$ cat src/servo_seq_pkg.sv
package servo_seq_pkg;

  // Clock and timing.
  localparam int unsigned CLK_PERIOD_NS    = 5;
  localparam int unsigned MS_NS            = 1_000_000;
  localparam int unsigned MS_TICK_CYCLES   = MS_NS / CLK_PERIOD_NS;
  localparam real         READY_DELAY_S    = 1.5;
  localparam int unsigned READY_DELAY_MS   = int'(READY_DELAY_S * 1000.0);
  localparam int unsigned FILT_STEP_NS     = 10_000;
  localparam int unsigned FILT_STEP_CYCLES = FILT_STEP_NS / CLK_PERIOD_NS;

  // Register byte offsets.
  localparam logic [7:0] ADDR_CTRL        = 8'h00;
  localparam logic [7:0] ADDR_STILL_SPEED = 8'h04;
  localparam logic [7:0] ADDR_STILL_DELAY = 8'h08;
  localparam logic [7:0] ADDR_RUN_WAIT    = 8'h0C;
  localparam logic [7:0] ADDR_RUN_SPEED   = 8'h10;
  localparam logic [7:0] ADDR_INT_CCW     = 8'h14;
  localparam logic [7:0] ADDR_INT_CW      = 8'h18;
  localparam logic [7:0] ADDR_EXT_CCW     = 8'h1C;
  localparam logic [7:0] ADDR_EXT_CW      = 8'h20;
  localparam logic [7:0] ADDR_TEST_LIM    = 8'h24;
  localparam logic [7:0] ADDR_FILT_TC     = 8'h28;
  localparam logic [7:0] ADDR_STATUS      = 8'h2C;
  localparam logic [7:0] ADDR_IRQ_STATUS  = 8'h30;
  localparam logic [7:0] ADDR_IRQ_MASK    = 8'h34;

  // Control register fields.
  localparam int unsigned CTRL_OT_LSB  = 0;
  localparam int unsigned CTRL_FILT_EN = 2;
  localparam int unsigned CTRL_SRC_LSB = 3;

  // Status register fields.
  localparam int unsigned STAT_READY     = 0;
  localparam int unsigned STAT_POWER     = 1;
  localparam int unsigned STAT_BRAKE_REL = 2;
  localparam int unsigned STAT_OT_CW     = 3;
  localparam int unsigned STAT_OT_CCW    = 4;
  localparam int unsigned STAT_STATE_LSB = 8;

  // Interrupt bits.
  localparam int unsigned IRQ_READY = 0;
  localparam int unsigned IRQ_SON   = 1;
  localparam int unsigned IRQ_SOFF  = 2;
  localparam int unsigned IRQ_OT    = 3;
  localparam int unsigned IRQ_ALARM = 4;
  localparam int unsigned IRQ_W     = 5;

  // Reset values and ranges.
  localparam logic [1:0]  RST_OT_SEL      = 2'h3;
  localparam logic        RST_FILT_EN     = 1'h1;
  localparam logic [15:0] RST_STILL_SPEED = 16'h0005;
  localparam logic [15:0] RST_STILL_DELAY = 16'h0000;
  localparam logic [15:0] RST_RUN_WAIT    = 16'h01F4;
  localparam logic [15:0] RST_RUN_SPEED   = 16'h0190;
  localparam logic [15:0] RST_CCW_LIM     = 16'h012C;
  localparam logic [15:0] RST_CW_LIM      = 16'hFED4;
  localparam logic [15:0] RST_FILT_TC     = 16'h00FA;
  localparam logic [15:0] DELAY_MAX       = 16'h07D0;
  localparam logic [15:0] TQ_LIM_MAX      = 16'h012C;
  localparam logic [15:0] FILT_TC_MIN     = 16'h000A;
  localparam logic [15:0] FILT_TC_MAX     = 16'h1388;
  localparam logic [16:0] FILT_ONE        = 17'h10000;
  localparam logic [IRQ_W-1:0] RST_IRQ_MASK = 5'h00;

  typedef enum logic [1:0] {
    TQ_INTERNAL = 2'b00,
    TQ_EXTERNAL = 2'b01,
    TQ_TESTRUN  = 2'b10
  } tq_src_t;

  typedef enum logic [2:0] {
    ST_POWERUP    = 3'b000,
    ST_READY      = 3'b001,
    ST_RUN        = 3'b010,
    ST_STILL_BRK  = 3'b011,
    ST_RUN_BRK    = 3'b100,
    ST_ALARM      = 3'b101
  } seq_state_t;

endpackage

$ cat src/servo_seq.sv
// Our own choices: register access over APB and the address map.
`timescale 1ns/10ps
module servo_seq #(
  parameter int unsigned MS_TICK = servo_seq_pkg::MS_TICK_CYCLES
) (
  // Clock and reset.
  input  wire logic        clk_sys_in,
  input  wire logic        rst_in,
  // APB slave.
  input  wire logic        psel_in,
  input  wire logic        penable_in,
  input  wire logic        pwrite_in,
  input  wire logic [7:0]  paddr_in,
  input  wire logic [31:0] pwdata_in,
  output logic      [31:0] prdata_out,
  output logic             pready_out,
  output logic             pslverr_out,
  // Drive side.
  input  wire logic        servo_enable_in,
  input  wire logic        cw_limit_in,
  input  wire logic        ccw_limit_in,
  input  wire logic        alarm_in,
  input  wire logic [15:0] motor_speed_in,
  input  wire logic [15:0] torque_cmd_in,
  output logic             ready_out,
  output logic             power_stage_on_out,
  output logic             brake_release_out,
  output logic      [15:0] torque_out,
  // Interrupt.
  output logic             irq_out
);
  import servo_seq_pkg::*;

  logic [1:0]        overtravel_select_r;
  logic              filt_en_r;
  tq_src_t           tq_src_r;
  logic [15:0]       standstill_speed_threshold_r;
  logic [15:0]       standstill_brake_delay_r;
  logic [15:0]       running_brake_wait_r;
  logic [15:0]       running_brake_speed_r;
  logic [15:0]       int_ccw_torque_limit_r;
  logic [15:0]       int_cw_torque_limit_r;
  logic [15:0]       ext_ccw_torque_limit_r;
  logic [15:0]       ext_cw_torque_limit_r;
  logic [15:0]       testrun_torque_limit_r;
  logic [15:0]       torque_filter_tc_r;
  logic [IRQ_W-1:0]  irq_status_r;
  logic [IRQ_W-1:0]  irq_mask_r;
  logic [IRQ_W-1:0]  irq_event;
  logic [31:0]       rd_data;
  logic              rd_hit;
  logic              apb_done;
  logic              wr_en;
  logic              status_read;
  seq_state_t        state_r;
  seq_state_t        state_nxt;
  logic [17:0]       tick_cnt_r;
  logic              ms_tick;
  logic [15:0]       ms_cnt_r;
  logic [11:0]       filt_cnt_r;
  logic              filt_step;
  logic [16:0]       filt_gain;
  logic signed [31:0] filt_acc_r;
  logic signed [15:0] filt_y;
  logic signed [15:0] lim_hi;
  logic signed [15:0] lim_lo;
  logic signed [15:0] tq_limited;
  logic signed [15:0] tq_filtered;
  logic signed [15:0] tq_final;
  logic signed [16:0] filt_err;
  logic signed [33:0] filt_prod;
  logic              ot_cw;
  logic              ot_ccw;
  logic              ot_cw_d_r;
  logic              ot_ccw_d_r;
  logic              alarm_d_r;
  logic              ready_nxt;
  logic              power_nxt;
  logic              brake_rel_nxt;

  // Delay, torque limit and filter time constant writes are clamped into their legal ranges.
  function automatic logic [15:0] clamp_pos(input logic [15:0] v);
    if (v[15]) begin
      return 16'h0000;
    end else if (v > TQ_LIM_MAX) begin
      return TQ_LIM_MAX;
    end
    return v;
  endfunction

  function automatic logic [15:0] clamp_neg(input logic [15:0] v);
    if (!v[15]) begin
      return 16'h0000;
    end else if ($signed(v) < -$signed(TQ_LIM_MAX)) begin
      return 16'(-$signed(TQ_LIM_MAX));
    end
    return v;
  endfunction

  function automatic logic [15:0] clamp_delay(input logic [15:0] v);
    return (v > DELAY_MAX) ? DELAY_MAX : v;
  endfunction

  // The slave answers in the cycle after setup, so every access has no wait state.
  assign apb_done    = psel_in && penable_in && pready_out;
  assign wr_en       = apb_done && pwrite_in && rd_hit;
  assign status_read = apb_done && !pwrite_in && (paddr_in == ADDR_IRQ_STATUS);

  always_comb begin
    rd_hit  = 1'b1;
    rd_data = 32'h0000_0000;
    unique case (paddr_in)
      ADDR_CTRL: begin
        rd_data[CTRL_OT_LSB +: 2]  = overtravel_select_r;
        rd_data[CTRL_FILT_EN]      = filt_en_r;
        rd_data[CTRL_SRC_LSB +: 2] = tq_src_r;
      end
      ADDR_STILL_SPEED: rd_data[15:0] = standstill_speed_threshold_r;
      ADDR_STILL_DELAY: rd_data[15:0] = standstill_brake_delay_r;
      ADDR_RUN_WAIT:    rd_data[15:0] = running_brake_wait_r;
      ADDR_RUN_SPEED:   rd_data[15:0] = running_brake_speed_r;
      ADDR_INT_CCW:     rd_data[15:0] = int_ccw_torque_limit_r;
      ADDR_INT_CW:      rd_data[15:0] = int_cw_torque_limit_r;
      ADDR_EXT_CCW:     rd_data[15:0] = ext_ccw_torque_limit_r;
      ADDR_EXT_CW:      rd_data[15:0] = ext_cw_torque_limit_r;
      ADDR_TEST_LIM:    rd_data[15:0] = testrun_torque_limit_r;
      ADDR_FILT_TC:     rd_data[15:0] = torque_filter_tc_r;
      ADDR_STATUS: begin
        rd_data[STAT_READY]          = ready_out;
        rd_data[STAT_POWER]          = power_stage_on_out;
        rd_data[STAT_BRAKE_REL]      = brake_release_out;
        rd_data[STAT_OT_CW]          = ot_cw;
        rd_data[STAT_OT_CCW]         = ot_ccw;
        rd_data[STAT_STATE_LSB +: 3] = state_r;
      end
      ADDR_IRQ_STATUS:  rd_data[IRQ_W-1:0] = irq_status_r;
      ADDR_IRQ_MASK:    rd_data[IRQ_W-1:0] = irq_mask_r;
      default:          rd_hit = 1'b0;
    endcase
  end

  always_ff @(posedge clk_sys_in or posedge rst_in) begin
    if (rst_in) begin
      pready_out  <= 1'b0;
      prdata_out  <= 32'h0000_0000;
      pslverr_out <= 1'b0;
    end else begin
      pready_out  <= psel_in && !penable_in;
      prdata_out  <= (psel_in && !penable_in && !pwrite_in) ? rd_data : 32'h0000_0000;
      pslverr_out <= psel_in && !penable_in && !rd_hit;
    end
  end

  always_ff @(posedge clk_sys_in or posedge rst_in) begin
    if (rst_in) begin
      overtravel_select_r          <= RST_OT_SEL;
      filt_en_r                    <= RST_FILT_EN;
      tq_src_r                     <= TQ_INTERNAL;
      standstill_speed_threshold_r <= RST_STILL_SPEED;
      standstill_brake_delay_r     <= RST_STILL_DELAY;
      running_brake_wait_r         <= RST_RUN_WAIT;
      running_brake_speed_r        <= RST_RUN_SPEED;
      int_ccw_torque_limit_r       <= RST_CCW_LIM;
      int_cw_torque_limit_r        <= RST_CW_LIM;
      ext_ccw_torque_limit_r       <= RST_CCW_LIM;
      ext_cw_torque_limit_r        <= RST_CW_LIM;
      testrun_torque_limit_r       <= RST_CCW_LIM;
      torque_filter_tc_r           <= RST_FILT_TC;
      irq_mask_r                   <= RST_IRQ_MASK;
    end else if (wr_en) begin
      unique case (paddr_in)
        ADDR_CTRL: begin
          overtravel_select_r <= pwdata_in[CTRL_OT_LSB +: 2];
          filt_en_r           <= pwdata_in[CTRL_FILT_EN];
          // An unused source code falls back to the internal limits.
          tq_src_r <= (pwdata_in[CTRL_SRC_LSB +: 2] == 2'h3) ? TQ_INTERNAL : tq_src_t'(pwdata_in[CTRL_SRC_LSB +: 2]);
        end
        ADDR_STILL_SPEED: standstill_speed_threshold_r <= pwdata_in[15:0];
        ADDR_STILL_DELAY: standstill_brake_delay_r     <= clamp_delay(pwdata_in[15:0]);
        ADDR_RUN_WAIT:    running_brake_wait_r         <= clamp_delay(pwdata_in[15:0]);
        ADDR_RUN_SPEED:   running_brake_speed_r        <= pwdata_in[15:0];
        ADDR_INT_CCW:     int_ccw_torque_limit_r       <= clamp_pos(pwdata_in[15:0]);
        ADDR_INT_CW:      int_cw_torque_limit_r        <= clamp_neg(pwdata_in[15:0]);
        ADDR_EXT_CCW:     ext_ccw_torque_limit_r       <= clamp_pos(pwdata_in[15:0]);
        ADDR_EXT_CW:      ext_cw_torque_limit_r        <= clamp_neg(pwdata_in[15:0]);
        ADDR_TEST_LIM:    testrun_torque_limit_r       <= clamp_pos(pwdata_in[15:0]);
        ADDR_FILT_TC: begin
          if (pwdata_in[15:0] < FILT_TC_MIN) begin
            torque_filter_tc_r <= FILT_TC_MIN;
          end else if (pwdata_in[15:0] > FILT_TC_MAX) begin
            torque_filter_tc_r <= FILT_TC_MAX;
          end else begin
            torque_filter_tc_r <= pwdata_in[15:0];
          end
        end
        ADDR_IRQ_MASK:    irq_mask_r <= pwdata_in[IRQ_W-1:0];
        default: begin
        end
      endcase
    end
  end

  // Limit inputs are high while the switch is closed inside the safe range.
  always_comb begin
    ot_cw  = 1'b0;
    ot_ccw = 1'b0;
    unique case (overtravel_select_r)
      2'h0: begin
        ot_cw  = !cw_limit_in;
        ot_ccw = !ccw_limit_in;
      end
      2'h1: ot_cw  = !cw_limit_in;
      2'h2: ot_ccw = !ccw_limit_in;
      2'h3: begin
      end
    endcase
  end

  // Millisecond tick restarts on each state change so delays are exact from entry.
  assign ms_tick = (tick_cnt_r == 18'(MS_TICK - 1));

  always_ff @(posedge clk_sys_in or posedge rst_in) begin
    if (rst_in) begin
      tick_cnt_r <= 18'h00000;
      ms_cnt_r   <= 16'h0000;
    end else if (state_nxt != state_r) begin
      tick_cnt_r <= 18'h00000;
      ms_cnt_r   <= 16'h0000;
    end else if (ms_tick) begin
      tick_cnt_r <= 18'h00000;
      ms_cnt_r   <= (ms_cnt_r == 16'hFFFF) ? ms_cnt_r : ms_cnt_r + 16'h0001;
    end else begin
      tick_cnt_r <= tick_cnt_r + 18'h00001;
    end
  end

  always_comb begin
    state_nxt = state_r;
    unique case (state_r)
      ST_POWERUP: begin
        if (ms_cnt_r >= 16'(READY_DELAY_MS) && !alarm_in) begin
          state_nxt = ST_READY;
        end
      end
      ST_READY: begin
        if (alarm_in) begin
          state_nxt = ST_ALARM;
        end else if (servo_enable_in) begin
          state_nxt = ST_RUN;
        end
      end
      ST_RUN: begin
        if (alarm_in) begin
          state_nxt = ST_ALARM;
        end else if (!servo_enable_in) begin
          if (motor_speed_in < standstill_speed_threshold_r) begin
            state_nxt = ST_STILL_BRK;
          end else begin
            state_nxt = ST_RUN_BRK;
          end
        end
      end
      ST_STILL_BRK: begin
        if (alarm_in) begin
          state_nxt = ST_ALARM;
        end else if (ms_cnt_r >= standstill_brake_delay_r) begin
          state_nxt = ST_READY;
        end
      end
      ST_RUN_BRK: begin
        if (alarm_in) begin
          state_nxt = ST_ALARM;
        end else if (ms_cnt_r >= running_brake_wait_r || motor_speed_in <= running_brake_speed_r) begin
          state_nxt = ST_READY;
        end
      end
      ST_ALARM: begin
        if (!alarm_in) begin
          state_nxt = ST_READY;
        end
      end
      default: state_nxt = ST_ALARM;
    endcase
  end

  always_comb begin
    ready_nxt     = (state_nxt != ST_POWERUP) && (state_nxt != ST_ALARM);
    power_nxt     = (state_nxt == ST_RUN) || (state_nxt == ST_STILL_BRK);
    brake_rel_nxt = (state_nxt == ST_RUN) || (state_nxt == ST_RUN_BRK);
  end

  always_ff @(posedge clk_sys_in or posedge rst_in) begin
    if (rst_in) begin
      state_r            <= ST_POWERUP;
      ready_out          <= 1'b0;
      power_stage_on_out <= 1'b0;
      brake_release_out  <= 1'b0;
    end else begin
      state_r            <= state_nxt;
      ready_out          <= ready_nxt;
      power_stage_on_out <= power_nxt;
      brake_release_out  <= brake_rel_nxt;
    end
  end

  // Torque limiting ahead of the filter.
  always_comb begin
    unique case (tq_src_r)
      TQ_EXTERNAL: begin
        lim_hi = $signed(ext_ccw_torque_limit_r);
        lim_lo = $signed(ext_cw_torque_limit_r);
      end
      TQ_TESTRUN: begin
        lim_hi = $signed(testrun_torque_limit_r);
        lim_lo = -$signed(testrun_torque_limit_r);
      end
      default: begin
        lim_hi = $signed(int_ccw_torque_limit_r);
        lim_lo = $signed(int_cw_torque_limit_r);
      end
    endcase
    if ($signed(torque_cmd_in) > lim_hi) begin
      tq_limited = lim_hi;
    end else if ($signed(torque_cmd_in) < lim_lo) begin
      tq_limited = lim_lo;
    end else begin
      tq_limited = $signed(torque_cmd_in);
    end
  end

  // First-order filter in 16.16 fixed point, stepped every 10 us; gain is step over time constant.
  assign filt_step = (filt_cnt_r == 12'(FILT_STEP_CYCLES - 1));
  assign filt_gain = 17'(FILT_ONE / {1'b0, torque_filter_tc_r});
  assign filt_y    = filt_acc_r[31:16];
  assign filt_err  = 17'(tq_limited) - 17'(filt_y);
  assign filt_prod = filt_err * $signed({1'b0, filt_gain});

  always_ff @(posedge clk_sys_in or posedge rst_in) begin
    if (rst_in) begin
      filt_cnt_r <= 12'h000;
      filt_acc_r <= 32'sh0000_0000;
    end else begin
      filt_cnt_r <= filt_step ? 12'h000 : filt_cnt_r + 12'h001;
      if (!power_stage_on_out) begin
        filt_acc_r <= 32'sh0000_0000;
      end else if (filt_step) begin
        filt_acc_r <= filt_acc_r + 32'(filt_prod);
      end
    end
  end

  always_comb begin
    tq_filtered = filt_en_r ? filt_y : tq_limited;
    tq_final    = tq_filtered;
    // Only the blocked direction is cut, so a reverse command still backs out.
    if (ot_ccw && tq_filtered > 16'sh0000) begin
      tq_final = 16'sh0000;
    end
    if (ot_cw && tq_filtered < 16'sh0000) begin
      tq_final = 16'sh0000;
    end
  end

  always_ff @(posedge clk_sys_in or posedge rst_in) begin
    if (rst_in) begin
      torque_out <= 16'h0000;
    end else begin
      torque_out <= power_nxt ? 16'(tq_final) : 16'h0000;
    end
  end

  // Event capture; a read of the interrupt status register clears it, a new event wins.
  always_ff @(posedge clk_sys_in or posedge rst_in) begin
    if (rst_in) begin
      ot_cw_d_r  <= 1'b0;
      ot_ccw_d_r <= 1'b0;
      alarm_d_r  <= 1'b0;
    end else begin
      ot_cw_d_r  <= ot_cw;
      ot_ccw_d_r <= ot_ccw;
      alarm_d_r  <= alarm_in;
    end
  end

  always_comb begin
    irq_event            = '0;
    irq_event[IRQ_READY] = ready_nxt && !ready_out;
    irq_event[IRQ_SON]   = (state_r != ST_RUN) && (state_nxt == ST_RUN);
    irq_event[IRQ_SOFF]  = (state_r == ST_RUN) && (state_nxt != ST_RUN);
    irq_event[IRQ_OT]    = (ot_cw && !ot_cw_d_r) || (ot_ccw && !ot_ccw_d_r);
    irq_event[IRQ_ALARM] = alarm_in && !alarm_d_r;
  end

  always_ff @(posedge clk_sys_in or posedge rst_in) begin
    if (rst_in) begin
      irq_status_r <= '0;
      irq_out      <= 1'b0;
    end else begin
      irq_status_r <= (status_read ? '0 : irq_status_r) | irq_event;
      irq_out      <= |(((status_read ? '0 : irq_status_r) | irq_event) & irq_mask_r);
    end
  end

endmodule

$ cat config.mk
export PLATFORM = sky130hd
export DESIGN_NAME = servo_seq
export DESIGN_NICKNAME = d
export VERILOG_FILES = /design/src/servo_seq_pkg.sv /design/src/servo_seq.sv
export SDC_FILE = /design/constraint.sdc
export NUM_CORES = 2
export LEC_CHECK = 0
export CELL_PAD_IN_SITES_DETAIL_PLACEMENT = 1
export CELL_PAD_IN_SITES_GLOBAL_PLACEMENT = 1
export CORE_MARGIN = 4
export CORE_UTILIZATION = 46
export CTS_CLUSTER_DIAMETER = 80
export DETAILED_ROUTE_END_ITERATION = 7
export DONT_BUFFER_PORTS = 1
export HOLD_SLACK_MARGIN = 0.1
export PLACE_DENSITY_LB_ADDON = 0.25
export SLEW_MARGIN = 20
export SYNTH_ARGS = -nofsm -noshare
export SYNTH_HDL_FRONTEND = slang
export SYNTH_SLANG_ARGS = --single-unit
$ cat constraint.sdc
create_clock -name clk_sys_in -period 37.9 [get_ports clk_sys_in]
set_input_delay 7.58 -clock clk_sys_in [delete_from_list [all_inputs] [get_ports clk_sys_in]]
set_output_delay 7.58 -clock clk_sys_in [all_outputs]
set_load 0.005 [all_outputs]
Word-level counts from Yosys, hierarchy flattened
Index checks and enable logic that the tools add are counted.
{"block": "word_totals", "reg_bits": 297}
{"block": "op_classes", "n_mul": 1, "div": 1, "eq_ne": 35, "n_mux": 64, "order_cmp": 14, "bitwise": 2, "add_sub_neg": 6, "n_reduce_logical": 55}
{"op": "two-way mux 16 bit", "n": 22}
{"op": "case mux 5 bit (14 select lines)", "n": 1}
{"op": "two-way mux 32 bit", "n": 2}
{"op": "case mux 16 bit (2 select lines)", "n": 2}
{"op": "case mux 5 bit (10 select lines)", "n": 1}
{"op": "equality test 8 x 6 -> 1 bit (second input constant)", "n": 6}
{"op": "two-way mux 18 bit", "n": 2}
{"op": "two-way mux 3 bit", "n": 11}
{"op": "case mux 3 bit (11 select lines)", "n": 1}
{"op": "adder 32 bit", "n": 1}
{"op": "equality test 8 x 5 -> 1 bit (second input constant)", "n": 4}
{"op": ">= comparator 16 bit", "n": 2}
{"op": "less-than comparator 16 bit", "n": 2}
{"op": "multiplier 17 x 18 -> 32 bit", "n": 1}
{"op": "case mux 3 bit (10 select lines)", "n": 1}
{"op": "AND reduction 2 bit", "n": 13}
{"op": "logical AND 1 bit", "n": 19}
{"op": "adder 18 x 1 -> 18 bit (second input constant)", "n": 1}
{"op": "equality test 18 bit (second input constant)", "n": 1}
{"op": "case mux 3 bit (6 select lines)", "n": 1}
{"op": "divider 17 x 16 -> 17 bit (first input constant)", "n": 1}
{"op": "two-way mux 1 bit", "n": 17}
{"op": "subtractor 16 x 16 -> 17 bit", "n": 1}
{"op": "adder 16 x 1 -> 16 bit (second input constant)", "n": 1}
{"op": "41 further kinds", "n": 64}

Depth between registers and ports, before layout
{"block": "depth", "depth_word": 11, "depth_mapped": 175, "depth_no_buf": 157}

Worst setup path after synthesis
OpenSTA, ideal clock, no wires.
{"block": "synth_path", "path_kind": "register -> register", "from": "register torque_filter_tc_r[13]", "to": "register filt_acc_r[31]", "path_stages_with_launch": 162, "n_path_buf": 23, "setup_slack_ps": 2113, "arrival_ps": 35662, "required_ps": 37775, "path_cell_list": "dfrtp_1 -> nor4_2 -> nand4_1 -> nor3_1 -> nand2_1 -> ha_1 -> nor2b_1 -> o21ai_0 -> clkbuf_1 -> nor2_1 -> ha_1 -> nand2b_1 -> a21oi_1 -> or2_2 -> clkbuf_1 -> nor2_1 -> ha_1 -> and3b_1 -> (+126 left out) -> fa_1 -> fa_1 -> inv_1 -> fa_1 -> inv_1 -> fa_1 -> inv_1 -> ha_1 -> or3_1 -> a211oi_1 -> nand2_1 -> o21ai_0 -> o21ai_0 -> o211ai_1 -> o22ai_1 -> o41ai_1 -> or3_1 -> nand3_1"}
{"block": "synth_between", "elab_chain_len": 5}
{"item": "from (decl)", "line_no": "servo_seq.sv:46", "rtl": "logic [15:0] torque_filter_tc_r;"}
{"item": "from (signal assigned)", "line_no": "servo_seq.sv:193", "rtl": "torque_filter_tc_r <= pwdata_in[15:0];"}
{"item": "divider 17 x 16 -> 17 bit", "line_no": "servo_seq.sv:333", "rtl": "assign filt_gain = 17'(FILT_ONE / {1'b0, torque_filter_tc_r});"}
{"item": "multiplier 17 x 18 -> 32 bit", "line_no": "servo_seq.sv:336", "rtl": "assign filt_prod = filt_err * $signed({1'b0, filt_gain});"}
{"item": "adder 32 bit", "line_no": "servo_seq.sv:347", "rtl": "filt_acc_r <= filt_acc_r + 32'(filt_prod);"}
{"item": "two-way mux 32 bit", "line_no": "servo_seq.sv:346", "rtl": "end else if (filt_step) begin"}
{"item": "two-way mux 32 bit", "line_no": "servo_seq.sv:344", "rtl": "if (!power_stage_on_out) begin"}
{"item": "to (signal assigned)", "line_no": "servo_seq.sv:347"}
{"item": "to (decl)", "line_no": "servo_seq.sv:63", "rtl": "logic signed [31:0] filt_acc_r;"}
No other way between the ends. The select of a mux whose other input is x is not followed.
A chain may end at the register's enable or synchronous reset.

Worst setup path after layout
{"block": "layout_path", "from": "register torque_filter_tc_r[10]", "to": "register filt_acc_r[31]"}
The elaborated chain is that of the path after synthesis.

==> run_results.csv <==
group,metric,value,unit
clock_tree,insertion_delay,0.58,ns
worst_setup_path,required,38.41,ns
place,io_buffers,0,
synth,synthCells,4230,
synth,yosysTopAreaCell,"dfrtp_1",
place,place_area,37100,um^2
min_path,min_path_cells,1,
finish,nets,4917,
worst_setup_path,max_stage_delay,0.57,ns
place,pre_cts_ws,0.235,ns
clock_tree,numCtsBuffers,36,
synth,synth-main-ff-cell,"dfrtp_1",
routing,met1_length,52.6,mm
finish,area_delta_synth_final,8.56,%
synth,synth_area_per_cell,8.42,um^2
worst_setup_path,worst-setup-path-type,"flop to flop",
synth,synth_edf_count,0,
sta,hold_violations,0,
finish,multi_input_area,25900,um^2
synth,syn_area,35600,um^2
routing,dr_wl_met2,61.1,mm
finish,fill_cells,9244,
routing,top_layer_used,"met5",
sta,finalCriticalPeriod,36.17,ns
synth,synth_top_area_share,17.1,%
run,drv_cap,0,
floorplanning,fp-row-count,101,
clock_tree,ctsRootBufferMaster,"clkbuf_16",
power,p_leak,18.5,nW
sta,tightestPinTransition,1.18,ns
sta,drv_slew,0,
status,status,"finished, final reports clean",
finish,seq_area,7500,um^2
sta,maxSlewHeadroom,21.3,%
synth,seq_area_frac_synth,21.0,%
place,gp_congestion,0.928,
finish,final_area,38700,um^2
worst_setup_path,cp-end-kind,"flop",
global_routing,track_usage,30.9,%
clock_tree,htree_levels,2,
routing,dr_total_vias,32100,
clock_tree,clkTransAtPathRegs,0.06,ns
synth,synth_commonest_cells,"485 x nand2_1, 457 x inv_1, 372 x nor2_1",
synth,ys_seq_elements,297,
worst_setup_path,crit_path_start,"torque_filter_tc_r[10]",
routing,drt-initial-drc-count,2208,
synth,synth.most_common_cell,"nand2_1",
floorplanning,die_area,82000,um^2
routing,totalWireLength,128,mm
sta,fin_skew,0.0325,ns
routing,drc_errors,0,
floorplanning,core,76300,um^2
worst_setup_path,crit_slowest_cell,"fa_1",
worst_setup_path,worstSetupStartpointType,"flop",
global_routing,grt_pass1_wl,198,mm
power,p_per_area,24.0,nW/um^2
worst_setup_path,critPathMaxFanout,17,
global_routing,grt_max_degree,100,
sta,worst_slack,1.73,ns
clock_tree,cts_tree,"built",
clock_tree,cts.path.max_buffers,3,
min_path,min_from,"filt_cnt_r[0]",
min_path,holdCritPathClass,"flop to flop",
global_routing,grt_pass1_vias,33900,
worst_setup_path,cp.arrival,36.68,ns
synth,async_flop_share,100,%
sta,fmax,27.6,MHz
sta,finalSetupViolations,0,
global_routing,grt_remaining_overflow,0,
floorplanning,io_pins,135,
worst_setup_path,r2r_cells,153,
routing,met3_wirelength,7.59,mm
routing,vias_per_cell,6.08,
finish,drive_gt1_share,9.63,%
power,p_total,0.927,mW
global_routing,antenna_found_initial,6,
worst_setup_path,worstReg2RegStart,"torque_filter_tc_r[10]",
synth,ys_top_cells_by_area,"dfrtp_1 17%, fa_1 14%, ha_1 13%",
floorplanning,start_util,46.7,%
floorplanning,die_h,286,um
sta,post-route-period-util,95.4,%
routing,ant_nets,0,
sta,setup_tns,0,ns
synth,synth.distinct_cells,102,
floorplanning,die_w,286,um
synth,ys_warn_count,0,
power,peakVddDrop,0.0000303,V
place,post-dp-hpwl,100,mm
routing,wl_per_cell,24.3,um
worst_setup_path,crit_top_cell,"ha_1",
clock_tree,cts.sinks,297,
routing,dr.pass1.iters,6,
-- metrics by stage --
step | utilization [%] | instances | hold WS [ns]
after global routing | 50.7 | 5275 | 0.474
after global placement | 48.6 | 5204 | 0.445
after floorplan | - | 4245 | 0.424
after detailed placement | 48.6 | 5204 | 0.460
final | 50.7 | 5278 | 0.469
after CTS | 50.3 | 5269 | 0.471
-- cells in the final DEF, fill, tap and decap left out, types with 54 or more instances in the layout --
| master | netlist | routed |
|---|---|---|
| a21o_1 | 90 | 90 |
| a21oi_1 | 174 | 168 |
| and2_1 | 76 | 76 |
| buf_4 | 23 | 122 |
| dfrtp_1 | 243 | 241 |
| dfstp_2 | 54 | 54 |
| fa_1 | 256 | 256 |
| ha_1 | 362 | 361 |
| inv_1 | 457 | 456 |
| mux2_2 | 64 | 64 |
| nand2_1 | 485 | 484 |
| nand3_1 | 83 | 83 |
| nor2_1 | 372 | 371 |
| nor3_1 | 72 | 69 |
| o21ai_0 | 244 | 238 |
| xnor2_1 | 96 | 96 |
| xor2_1 | 72 | 71 |
-- sequential cells by signal (all words and copies together) (netlist names), 2 cells and up --
| signal | flops |
|---|---|
| tick_cnt_r | 18 |
| torque_out | 16 |
| tq_src_r | 2 |
| state_r | 3 |
| running_brake_wait_r | 16 |
| int_cw_torque_limit_r | 16 |
| filt_acc_r | 32 |
| overtravel_select_r | 2 |
| prdata_out | 16 |
| ms_cnt_r | 16 |
| irq_mask_r | 5 |
| standstill_speed_threshold_r | 16 |
| testrun_torque_limit_r | 16 |
| torque_filter_tc_r | 16 |
| standstill_brake_delay_r | 16 |
| filt_cnt_r | 12 |
| running_brake_speed_r | 16 |
| ext_cw_torque_limit_r | 16 |
| irq_status_r | 5 |
| ext_ccw_torque_limit_r | 16 |
| int_ccw_torque_limit_r | 16 |
-- layout make-up --
type	instances	share of cell area [%]
Sequential cell	297	19.4
Tap cell	1030	3.33
Timing Repair Buffer	125	2.50
Antenna cell	3	0.0194
Inverter	459	4.47
Clock buffer	46	2.58
Clock inverter	19	0.873
Multi-Input combinational cell	3299	66.8
-- power by group --
| group | internal, mW | total (mW) | switching [mW] |
|---|---|---|---|
| logic | 0.0637 | 0.195 | 0.131 |
| registers | 0.322 | 0.335 | 0.0131 |
| clock network | 0.243 | 0.396 | 0.154 |
-- what timing repair did --
action / 4_1_cts / 5_1_grt
hold buffers: 0 / 0
endpoints found under the setup margin: 0 / 26
resized for setup: 0 / 47
hold endpoints to repair: 0 / 0
buffers inserted: 0 / 5
-- per-layer routing --
| metal | global-route usage, % | vias to the layer above |
|---|---|---|
| met5 | 0 | - |
| met2 | 52.4 | 942 |
| met1 | 38.9 | 16200 |
| met4 | 14.1 | 4 |
| met3 | 4.69 | 321 |
| li1 | - | 14600 |
-- logic make-up after synthesis --
group                      count (synthesis)  synth area share, %
and+or+nand+nor                         1381                 18.1
AOI/OAI and AO/OA                       1026                 19.7
buffers and inverters                    649                 7.21
adders and majority gates                618                 27.1
DFF                                      297                 21.0
xor gates and xnor gates                 168                 4.13
muxes                                     90                 2.77
other                                      1               0.0105
-- worst paths after layout --
kind / endpoint / slack, ns
min in group asynchronous: ms_cnt_r[0] / 6.97
max in group asynchronous: power_stage_on_out / 29.53
max: filt_acc_r[31] / 1.73
min: filt_cnt_r[0] / 0.47
max reg2reg: filt_acc_r[31] / 1.73
min reg2reg: filt_cnt_r[0] / 0.47
-- critical path: cells and delay by family, from the launching register on --
family                   cells  cell delay [ns]
multiplexers                 1             0.20
AND/OR/NAND/NOR             40             8.36
adder cells (fa/ha/maj)     23             8.90
buffers and inverters       17             2.71
AO/OA/AOI/OAI               72            15.40
flip-flops                   1             0.50
(Power assumes the default switching activity.)
